## src/hdl/eivr_cfg.svh

```systemverilog
`ifndef EIVR_CFG_SVH
`define EIVR_CFG_SVH

// ======================================================================
// register indices (byte address is four times the index)
`define EIVR_IDX_MCU      8'h35
`define EIVR_IDX_FLAGS    8'h3c
`define EIVR_IDX_MASK     8'h3d
`define EIVR_IDX_SENSE    8'h69
`define EIVR_IDX_VBASE    8'h75

// ======================================================================
// mcu_control field positions
`define EIVR_MCU_VCE      0
`define EIVR_MCU_VSEL     1
`define EIVR_MCU_PULLOFF  4
`define EIVR_MCU_FLASHPD  6
`define EIVR_MCU_FASTWK   7

// ======================================================================
// sense control field positions
`define EIVR_SNS_A_LSB    0
`define EIVR_SNS_B_LSB    2

// ======================================================================
// reset values and timing
`define EIVR_RST_BYTE     8'h00
`define EIVR_RST_VEC      16'h0000
`define EIVR_VCE_WIN      3'h6
`define EIVR_BASE_SHIFT   8

`endif

```

## src/hdl/eivr_pkg.sv

```systemverilog
package eivr_pkg;

   // ===================================================================
   // trigger selection per pin
   typedef enum logic [1:0] {
      EIVR_SNS_LOW,
      EIVR_SNS_ANY,
      EIVR_SNS_FALL,
      EIVR_SNS_RISE
   } eivr_sense_t;

   // ===================================================================
   // whole block state
   typedef struct packed {
      logic        fast_wake_en;
      logic        flash_powerdown_en;
      logic        pullup_global_off;
      logic        vector_select;
      logic        vector_change_enable;
      logic [2:0]  win_cnt;
      logic [1:0]  ext_irq_flags;
      logic [1:0]  ext_irq_mask;
      logic [3:0]  ext_irq_sense_ctrl;
      logic [7:0]  vector_base;
      logic [2:0]  sync_a;
      logic [2:0]  sync_b;
      logic [1:0]  pin_lvl;
      logic [31:0] prdata;
      logic        perr;
      logic [15:0] vec_addr;
   } eivr_state_t;

endpackage : eivr_pkg

```

## src/hdl/eivr_top.sv

```systemverilog
// Added by the designer: the APB slave port.
`timescale 1ns/1ps
`include "eivr_cfg.svh"

// What this block does
// - reset vector always at address zero
// - selected vectors relocate to 256-byte page
// - select changes only within enable window
// - relocated address is base shl 8 plus default
// - pull-off bit4, select bit1, enable bit0
// - flash power-down bit6, fast wake bit7
// - pins trigger even when driven as outputs
// - sense codes: low, any, fall, rise
// - low level requests while pin stays low
// - edges and low level request clocked, low level wake detected asynchronously
// - only low level wakes from deep sleep
// - sampled edges, pulses of two cycles or more caught
// - request needs global enable and mask bit
// - sense fields bits 3:2 and 1:0
// - mask, flags and sense at their offsets
// - sense 3 is rising edge on pin a
// - flags set by edges, cleared vectoring or w1c
// - mask bits gate interrupt and wake per pin
module eivr_top
   import eivr_pkg::*;
#(
   parameter int ADDR_W = 12
)
(
   input  wire logic              mclk,
   input  wire logic              rst,
   input  wire logic              psel,
   input  wire logic              penable,
   input  wire logic              pwrite,
   input  wire logic [ADDR_W-1:0] paddr,
   input  wire logic [31:0]       pwdata,
   output logic      [31:0]       prdata,
   output logic                   pready,
   output logic                   pslverr,
   input  wire logic              ext_irq_pin_a,
   input  wire logic              ext_irq_pin_b,
   input  wire logic              global_irq_en,
   input  wire logic              irq_ack_a,
   input  wire logic              irq_ack_b,
   output logic                   irq_req_a,
   output logic                   irq_req_b,
   output logic                   wake_req,
   input  wire logic [15:0]       vec_default_addr,
   output logic      [15:0]       vec_addr,
   output logic                   pullup_global_off,
   output logic                   flash_powerdown_en,
   output logic                   fast_wake_en
);

   // ===================================================================
   // state
   eivr_state_t st_ff;
   eivr_state_t nxt_st;

   logic        setup_ph;
   logic        wr_acc;
   logic        hit_mcu;
   logic        hit_flags;
   logic        hit_mask;
   logic        hit_sense;
   logic        hit_vbase;
   logic        addr_ok;
   logic [7:0]  rd_byte;
   logic [7:0]  wbyte;
   logic [1:0]  pins_raw;
   logic [1:0]  stable;
   logic [1:0]  new_lvl;
   logic [1:0]  edge_hit;
   logic [1:0]  low_req;
   logic [1:0]  low_async;
   logic [1:0]  ack;
   logic [1:0]  irq_vec;
   logic [15:0] reloc_addr;

   // ===================================================================
   // apb decode
   function automatic logic idx_hit(input logic [ADDR_W-1:0] a,
                                    input logic [7:0] idx);
      idx_hit = (a[1:0] == 2'h0) && (a[ADDR_W-1:2] == (ADDR_W-2)'(idx));
   endfunction : idx_hit

   assign setup_ph  = psel && !penable;
   assign wr_acc    = psel && penable && pwrite;
   assign wbyte     = pwdata[7:0];
   assign hit_mcu   = idx_hit(paddr, `EIVR_IDX_MCU);
   assign hit_flags = idx_hit(paddr, `EIVR_IDX_FLAGS);
   assign hit_mask  = idx_hit(paddr, `EIVR_IDX_MASK);
   assign hit_sense = idx_hit(paddr, `EIVR_IDX_SENSE);
   assign hit_vbase = idx_hit(paddr, `EIVR_IDX_VBASE);
   assign addr_ok   = hit_mcu || hit_flags || hit_mask || hit_sense ||
                      hit_vbase;

   // reserved bits read zero
   always_comb
   begin
      rd_byte = `EIVR_RST_BYTE;
      if (hit_mcu)
      begin
         rd_byte[`EIVR_MCU_FASTWK]  = st_ff.fast_wake_en;
         rd_byte[`EIVR_MCU_FLASHPD] = st_ff.flash_powerdown_en;
         rd_byte[`EIVR_MCU_PULLOFF] = st_ff.pullup_global_off;
         rd_byte[`EIVR_MCU_VSEL]    = st_ff.vector_select;
         rd_byte[`EIVR_MCU_VCE]     = st_ff.vector_change_enable;
      end
      else if (hit_flags)
         rd_byte[1:0] = st_ff.ext_irq_flags;
      else if (hit_mask)
         rd_byte[1:0] = st_ff.ext_irq_mask;
      else if (hit_sense)
         rd_byte[3:0] = st_ff.ext_irq_sense_ctrl;
      else if (hit_vbase)
         rd_byte = st_ff.vector_base;
   end

   // ===================================================================
   // pin detection, one lane per pin
   assign pins_raw = {ext_irq_pin_b, ext_irq_pin_a};
   assign ack      = {irq_ack_b, irq_ack_a};

   genvar gi;
   generate
      for (gi = 0; gi < 2; gi++)
      begin : g_pin
         logic [2:0]  sy;
         eivr_sense_t mode;
         logic        edge_l;
         assign sy   = (gi == 0) ? st_ff.sync_a : st_ff.sync_b;
         assign mode = eivr_sense_t'(st_ff.ext_irq_sense_ctrl[2*gi +: 2]);
         // a level is taken once the two late stages agree
         assign stable[gi]  = (sy[1] == sy[2]);
         assign new_lvl[gi] = stable[gi] ? sy[2] : st_ff.pin_lvl[gi];
         // lane-local result so no two processes share one vector
         always_comb
         begin
            case (mode)
               EIVR_SNS_ANY:
                  edge_l = new_lvl[gi] != st_ff.pin_lvl[gi];
               EIVR_SNS_FALL:
                  edge_l = st_ff.pin_lvl[gi] && !new_lvl[gi];
               EIVR_SNS_RISE:
                  edge_l = !st_ff.pin_lvl[gi] && new_lvl[gi];
               default:
                  edge_l = 1'b0;
            endcase
         end
         assign edge_hit[gi] = edge_l;
         assign low_req[gi] = (mode == EIVR_SNS_LOW) &&
                              !st_ff.pin_lvl[gi];
         // no clock in this path so it works while the io clock sleeps
         assign low_async[gi] = (mode == EIVR_SNS_LOW) &&
                                !pins_raw[gi] &&
                                st_ff.ext_irq_mask[gi];
         assign irq_vec[gi] = global_irq_en && st_ff.ext_irq_mask[gi] &&
                              (st_ff.ext_irq_flags[gi] ||
                               low_req[gi]);
      end
   endgenerate

   // ===================================================================
   // vector relocation
   assign reloc_addr = (16'(st_ff.vector_base) << `EIVR_BASE_SHIFT) +
                       vec_default_addr;

   // ===================================================================
   // next state
   always_comb
   begin
      nxt_st = st_ff;
      nxt_st.sync_a  = {st_ff.sync_a[1:0], ext_irq_pin_a};
      nxt_st.sync_b  = {st_ff.sync_b[1:0], ext_irq_pin_b};
      nxt_st.pin_lvl = new_lvl;

      // edge set beats any clear in the same cycle
      for (int i = 0; i < 2; i++)
      begin
         if (ack[i] || (wr_acc && hit_flags && wbyte[i]))
            nxt_st.ext_irq_flags[i] = 1'b0;
         if (edge_hit[i])
            nxt_st.ext_irq_flags[i] = 1'b1;
      end

      // window shrinks each cycle, enable drops when it runs out
      if (st_ff.win_cnt != 3'h0)
         nxt_st.win_cnt = st_ff.win_cnt - 3'h1;
      if (st_ff.win_cnt == 3'h1)
         nxt_st.vector_change_enable = 1'b0;

      if (wr_acc && hit_mcu)
      begin
         nxt_st.fast_wake_en       = wbyte[`EIVR_MCU_FASTWK];
         nxt_st.flash_powerdown_en = wbyte[`EIVR_MCU_FLASHPD];
         nxt_st.pullup_global_off  = wbyte[`EIVR_MCU_PULLOFF];
         if (wbyte[`EIVR_MCU_VCE])
         begin
            nxt_st.vector_change_enable = 1'b1;
            nxt_st.win_cnt = `EIVR_VCE_WIN;
         end
         else if (st_ff.win_cnt != 3'h0)
         begin
            // select only moves inside the open window
            nxt_st.vector_select = wbyte[`EIVR_MCU_VSEL];
            nxt_st.vector_change_enable = 1'b0;
            nxt_st.win_cnt = 3'h0;
         end
      end
      if (wr_acc && hit_mask)
         nxt_st.ext_irq_mask = wbyte[1:0];
      if (wr_acc && hit_sense)
         nxt_st.ext_irq_sense_ctrl = wbyte[3:0];
      if (wr_acc && hit_vbase)
         nxt_st.vector_base = wbyte;

      if (setup_ph)
      begin
         nxt_st.prdata = {24'h000000, rd_byte};
         nxt_st.perr   = !addr_ok;
      end

      // reset vector is never relocated
      if (vec_default_addr == `EIVR_RST_VEC)
         nxt_st.vec_addr = `EIVR_RST_VEC;
      else if (st_ff.vector_select)
         nxt_st.vec_addr = reloc_addr;
      else
         nxt_st.vec_addr = vec_default_addr;
   end

   always_ff @(posedge mclk)
   begin
      if (rst)
      begin
         st_ff <= '0;
         st_ff.sync_a  <= 3'h7;
         st_ff.sync_b  <= 3'h7;
         st_ff.pin_lvl <= 2'h3;
      end
      else
         st_ff <= nxt_st;
   end

   // ===================================================================
   // outputs
   assign prdata             = st_ff.prdata;
   assign pready             = 1'b1;
   assign pslverr            = st_ff.perr;
   assign irq_req_a          = irq_vec[0];
   assign irq_req_b          = irq_vec[1];
   assign wake_req           = |low_async;
   assign vec_addr           = st_ff.vec_addr;
   assign pullup_global_off  = st_ff.pullup_global_off;
   assign flash_powerdown_en = st_ff.flash_powerdown_en;
   assign fast_wake_en       = st_ff.fast_wake_en;
endmodule : eivr_top

```

## config.mk

```make
export PLATFORM = sky130hd
export DESIGN_NAME = eivr_top
export DESIGN_NICKNAME = d
export VERILOG_FILES = /design/src/hdl/eivr_pkg.sv /design/src/hdl/eivr_top.sv
export VERILOG_INCLUDE_DIRS = /design/src /design/src/hdl
export SDC_FILE = /design/constraint.sdc
export NUM_CORES = 1
export LEC_CHECK = 0
export BUFFER_PORTS_ARGS = -buffer_cell sky130_fd_sc_hd__clkbuf_2
export CAP_MARGIN = 20
export CORE_ASPECT_RATIO = 1.4
export CORE_UTILIZATION = 46
export CTS_BUF_LIST = sky130_fd_sc_hd__clkbuf_2
export DETAILED_ROUTE_END_ITERATION = 10
export GPL_ROUTABILITY_DRIVEN = 0
export PLACE_DENSITY = 0.77
export SYNTH_ARGS = -nofsm -noshare
export SYNTH_HDL_FRONTEND = slang
export SYNTH_SLANG_ARGS = --single-unit
```

## constraint.sdc

```tcl
create_clock -name mclk -period 1.55 [get_ports mclk]
set_input_delay 0.155 -clock mclk [delete_from_list [all_inputs] [get_ports mclk]]
set_output_delay 0.155 -clock mclk [all_outputs]
set_load 0.02 [all_outputs]
```

==> metrics, run 1 <==
Final setup viols=6; Slew Limit Fails=0; initial antenna violation count=0; Initial Util=0.483; IO Count=126; Synth async-reset ratio=0; vias per inst=5.05; area of the core=6700 um2; First-pass DRT Iterations=4; synth top area cells=dfxtp_1 (35%), buf_4 (11%), mux2i_1 (7.7%); Setup Skew=0.0193 ns; routed vias=2948; Final Critical Period=1.77 ns; WP data arrival=1.61 ns; antenna-violating nets left=0; failing checks=negative setup slack; Fmax=0.566 GHz; most common cell in the netlist=dfxtp_1; Post-Layout Inst Area=4300 um2; number of CTS-inserted buffers=9; gate count of the mapped netlist=366; largest net degree at the start of global routing=30; Die Span Y=101 um; GRT Util Overall=0.224; Relative slew margins=0.619; number of global-route vias before repair=2833; Post-synth EDFFs=0; remaining global-route overflow=0; DP HPWL=5660 um; CTS root buf=clkbuf_2; CTS tree=yes; diodes inserted=0; num rows=35; Avg Cell Area, Syn=8.85 um2; DR iter-0 viols=161; Clk pin slew, worst setup/hold paths=0.16 ns; # DRC=0; WL/cell=13.8 um; period utilization=1.14; Seq/Total Area, Yosys=0.352; final std cells w/o fill=584; Clock Latency Late Sink=0.49 ns; share of cells above drive strength 1=0.370; worst-path fanout max=2; maximum vdd drop=0.461 mV; Critical Path Source Type=register; Final WS setup=-0.218 ns; critical path class=register to output port; worst slew pin tran=0.567 ns; total power=3.22 mW; top-area cell type share of the netlist area=0.352; DP Area=3730 um2; CP required=1.39 ns; final hold slack=0.0366 ns; die area=7390 um2; area leader, netlist=dfxtp_1; pwr/cell area=750 nW/um2; area grow syn2layout=32.8%; die width=72.9 um; Max Root-Sink Buffers=2; global-route wire length before repair=12500 um; FILL cells=574; H-tree depth=3; post-synthesis register bit count=57; worst slack, placed=-0.189 ns; yosys warns=0; Leakage Power=1.90 nW; IO Port Bufs=76; RSZ-0062 raised after global routing=true; endpoints failing hold=0; Min-Delay Path Class=input port to register; max_cap viols=0; Sinks on Clock Net=57; run status=complete, but fails checks; Placed Instances=538; top cells by count, synth=dfxtp_1 (57), buf_4 (49), nor2_1 (44), mux2i_1 (25), nand2_1 (19); Syn Std Cell Area=3240 um2; Layout Nets=573; drt total wl=8070 um; Worst Setup End Kind=output port; Most used DFF post-synth=dfxtp_1; library cells used by synthesis=53
[placed cells by master, fill, tap and decap left out, types with 8 or more instances in the layout]
| cell type | netlist | final |
|---|---|---|
| a21oi_1 | 18 | 16 |
| and2_1 | 8 | 8 |
| buf_4 | 49 | 39 |
| clkbuf_2 | 0 | 83 |
| conb_1 | 2 | 25 |
| dfxtp_1 | 57 | 48 |
| dfxtp_2 | 0 | 8 |
| dlygate4sd3_1 | 0 | 26 |
| ha_1 | 15 | 12 |
| inv_1 | 16 | 15 |
| mux2i_1 | 25 | 25 |
| nand2_1 | 19 | 19 |
| nor2_1 | 44 | 43 |
| nor3_1 | 9 | 9 |
| or2_2 | 9 | 9 |
[worst max-delay path, cell delays in order (launching register included)]
cell and delay [ns]:
dfxtp_2 0.36, buf_6 0.11, or3_4 0.39, a21oi_4 0.15
buf_6 0.13
[final cells by class]
class / instances / area, um2 / share of cell area
Multi-Input combinational cell: 259 / 1870 / 0.434
Clock buffer: 10 / 50.0 / 0.0116
Inverter: 16 / 60.1 / 0.0140
Tap cell: 92 / 115 / 0.0268
Timing Repair Buffer: 144 / 995 / 0.231
Sequential cell: 57 / 1150 / 0.268
Clock inverter: 6 / 58.8 / 0.0137
[registers in the layout, indices dropped and copies added (netlist names), named ones only]
name                cells
fast_wake_en            1
vec_addr               16
pullup_global_off       1
g_pin.sy                6
prdata                  8
g_pin.mode              4
flash_powerdown_en      1
pslverr                 1
st_ff                  17
[final timing paths]
check	startpoint	slack (ns)	endpoint	cells past startpoint
hold / removal	vec_default_addr[10]	0.04	vec_addr[10]	4
setup / recovery	g_pin[1].mode[1]	-0.22	irq_req_b	4
hold reg to reg	g_pin[0].sy[0]	0.44	g_pin[0].sy[1]	1
setup reg to reg	st_ff[58]	-0.15	vec_addr[15]	6
[per-stage QoR]
stage                     setup TNS [ns]  utilization
after floorplan                  -0.0189            -
after global placement            -0.772        0.557
after detailed placement           -1.09        0.557
after CTS                          -1.12        0.625
after global routing               -1.35        0.642
final                             -0.850        0.642
[routing by layer]
layer	track usage	up-vias	wire length (um)
met5	0	-	0
met4	0.137	0	242
met1	0.230	1365	3050
li1	-	1441	-
met2	0.408	120	4290
met3	0.0478	22	488
[cells by family (layout without fill, tap and decap cells)]
logic type / after synthesis / count (layout) / share of synthesized area
buffers and inverters: 73 / 176 / 0.142
flip-flops: 57 / 57 / 0.352
adder cells (fa/ha/maj): 18 / 18 / 0.0703
AO/OA/AOI/OAI: 58 / 58 / 0.118
other: 2 / 25 / 0.00232
AND/OR/NAND/NOR: 129 / 129 / 0.225
multiplexers: 28 / 28 / 0.0877
XOR/XNOR: 1 / 1 / 0.00270
[power breakdown]
group	leakage, nW	internal (mW)	switching [mW]
registers	0.469	1.53	0.0394
clock network	0.0654	0.367	0.583
logic	1.36	0.321	0.382
[what timing repair did]
item	4_1_cts	5_1_grt
pin swaps	13	10
endpoints found under the hold margin	40	0
hold buffers	26	0
buffers inserted	1	3
endpoints found under the setup margin	9	20
gates resized for setup	22	28
No activity file was read; power rests on OpenSTA's default activity.
==> run 2, diff against run 1 <==
- CORE_MARGIN: not set -> 2
- SKIP_LAST_GASP: not set -> 1
==> metrics, run 2 (same netlist as run 1, synthesis figures left out) <==
worst r2r src=st_ff[57]; Clk pin slew, worst setup/hold paths=0.17 ns (about the same); met3 WL=456 um (-6.6%); Min-Delay Path Class=input port to register; Slew Limit Fails=0 (unchanged); vias per inst=4.95 (-2.0%); Worst Setup End Kind=output port; initial antenna violation count=0 (unchanged); Worst setup startpoint=g_pin[1].mode[1]; worst-path fanout max=2 (unchanged); FF-to-FF End=vec_addr[12]; First-pass DRT Iterations=4 (unchanged); WL/cell=13.4 um (-3.2%); Multi-input gate area=1860 um2 (-0.20%); routed vias=2939 (-0.31%); RSZ-0062 raised after global routing=true; total power=3.22 mW (-0.12%); Leakage Power=1.92 nW (+1.5%); global-route wire length before repair=12500 um (-0.33%); Final Critical Period=1.80 ns (+0.0318 ns); commonest non-fill, non-tap cell in the layout=clkbuf_2; run status=complete, but fails checks; max_cap viols=0 (unchanged); pwr/cell area=738 nW/um2 (-1.6%); maximum vdd drop=0.493 mV (+7.0%); Top Metal Used=met4; CTS root buf=clkbuf_2; Setup Skew=0.0340 ns (+0.0146 ns); CTS tree=yes; Final setup viols=7 (+1); Largest register FFs=17 (unchanged); Layout Nets=580 (+1.2%); Sinks on Clock Net=57 (unchanged); Critical Path Source Type=register; Metal-1 WL=3070 um (+0.56%); Placed Instances=543 (+0.93%); final std cells w/o fill=594 (+1.7%); number of global-route vias before repair=2880 (+1.7%); period utilization=1.16 (+0.0205); DP HPWL=5670 um (+0.28%); Final WS setup=-0.250 ns (-0.0318 ns); number of CTS-inserted buffers=9 (unchanged); IO Port Bufs=76 (unchanged); H-tree depth=3 (unchanged); drt total wl=7950 um (-1.5%); Die Span Y=103 um (+2.0%); # DRC=0 (unchanged); antenna-violating nets left=0 (unchanged); die width=74.9 um (+2.7%); CP required=1.39 ns (about the same); WP data arrival=1.64 ns (+0.03 ns); GRT Util Overall=0.212 (-0.0114); IO Count=126 (unchanged); remaining global-route overflow=0 (unchanged); CP endpoint=irq_req_b; DR iter-0 viols=84 (-48%); Initial Util=0.470 (-0.0134); FILL cells=610 (+6.3%); largest net degree at the start of global routing=42 (+40%); Fmax=0.556 GHz (-1.8%); Reg2Reg Setup Slack=-0.16 ns (about the same); FF+latch area=1160 um2 (+0.54%); share of cells above drive strength 1=0.387 (+0.0169); R2R cell count=8 (+2); Clock Latency Late Sink=0.49 ns (about the same); most frequent cells in the layout=clkbuf_2 (83), dfxtp_1 (47), buf_4 (46); die area=7740 um2 (+4.8%); Reg with most FFs=st_ff; num rows=36 (+2.9%); area of the core=6890 um2 (+2.9%); failing checks=negative setup slack; diodes inserted=0 (unchanged); Max Root-Sink Buffers=2 (unchanged); area grow syn2layout=34.8%; wire length on met2=4210 um (-1.9%); endpoints failing hold=0 (unchanged); critical path class=register to output port
-- run 2: worst min-delay path by stage --
stage / startpoint / to / cells after the start
after global routing: vec_default_addr[8] / vec_addr[8] / 4
final: vec_default_addr[10] / vec_addr[10] / 4
after global placement: ext_irq_pin_a / g_pin[0].sy[0] / 2
after CTS: vec_default_addr[10] / vec_addr[10] / 4
after floorplan: ext_irq_pin_a / g_pin[0].sy[0] / 1
after detailed placement: ext_irq_pin_a / g_pin[0].sy[0] / 2
-- run 2: routing by layer --
metal | GRT usage | up-vias
li1 | - | 1449
met1 | 0.227 | 1366
met2 | 0.383 | 105
met3 | 0.0552 | 19
met4 | 0.0948 | 0
met5 | 0 | -
-- run 2: power breakdown --
group	total, mW	internal, mW	switching, mW
registers	1.57	1.53	0.0373
logic	0.711	0.332	0.379
clock network	0.941	0.368	0.574
total	3.22	2.23	0.990
-- run 2: metrics by stage --
stage                      util  hold slack (ns)  TNS, ns  area [um2]  worst slack, ns
after floorplan               -            0.262  -0.0189        3340          -0.0189
after global placement    0.544            0.369   -0.689        3750           -0.150
after detailed placement  0.544            0.371    -1.03        3750           -0.178
after CTS                 0.624         0.000231    -1.12        4300           -0.305
after global routing      0.633           0.0238    -1.69        4370           -0.334
final                     0.633           0.0429    -1.13        4370           -0.250
-- run 2: cell type report --
class,count,area share
Clock buffer,10,0.0115
Tap cell,95,0.0272
Inverter,16,0.0138
Sequential cell,57,0.266
Timing Repair Buffer,151,0.241
Multi-Input combinational cell,259,0.427
Clock inverter,6,0.0135
-- run 2: critical path, cell delays in order, from the launching register on --
cell and delay (ns):
dfxtp_2 0.36, buf_6 0.11, or3_4 0.37, a21oi_2 0.15
clkbuf_8 0.16
-- run 2: repair_timing --
action,CTS,global route
resized for setup,34,16
hold endpoints to repair,37,0
pin swaps,16,10
hold buffers,26,0
setup buffers,9,1
endpoints found under the setup margin,8,20
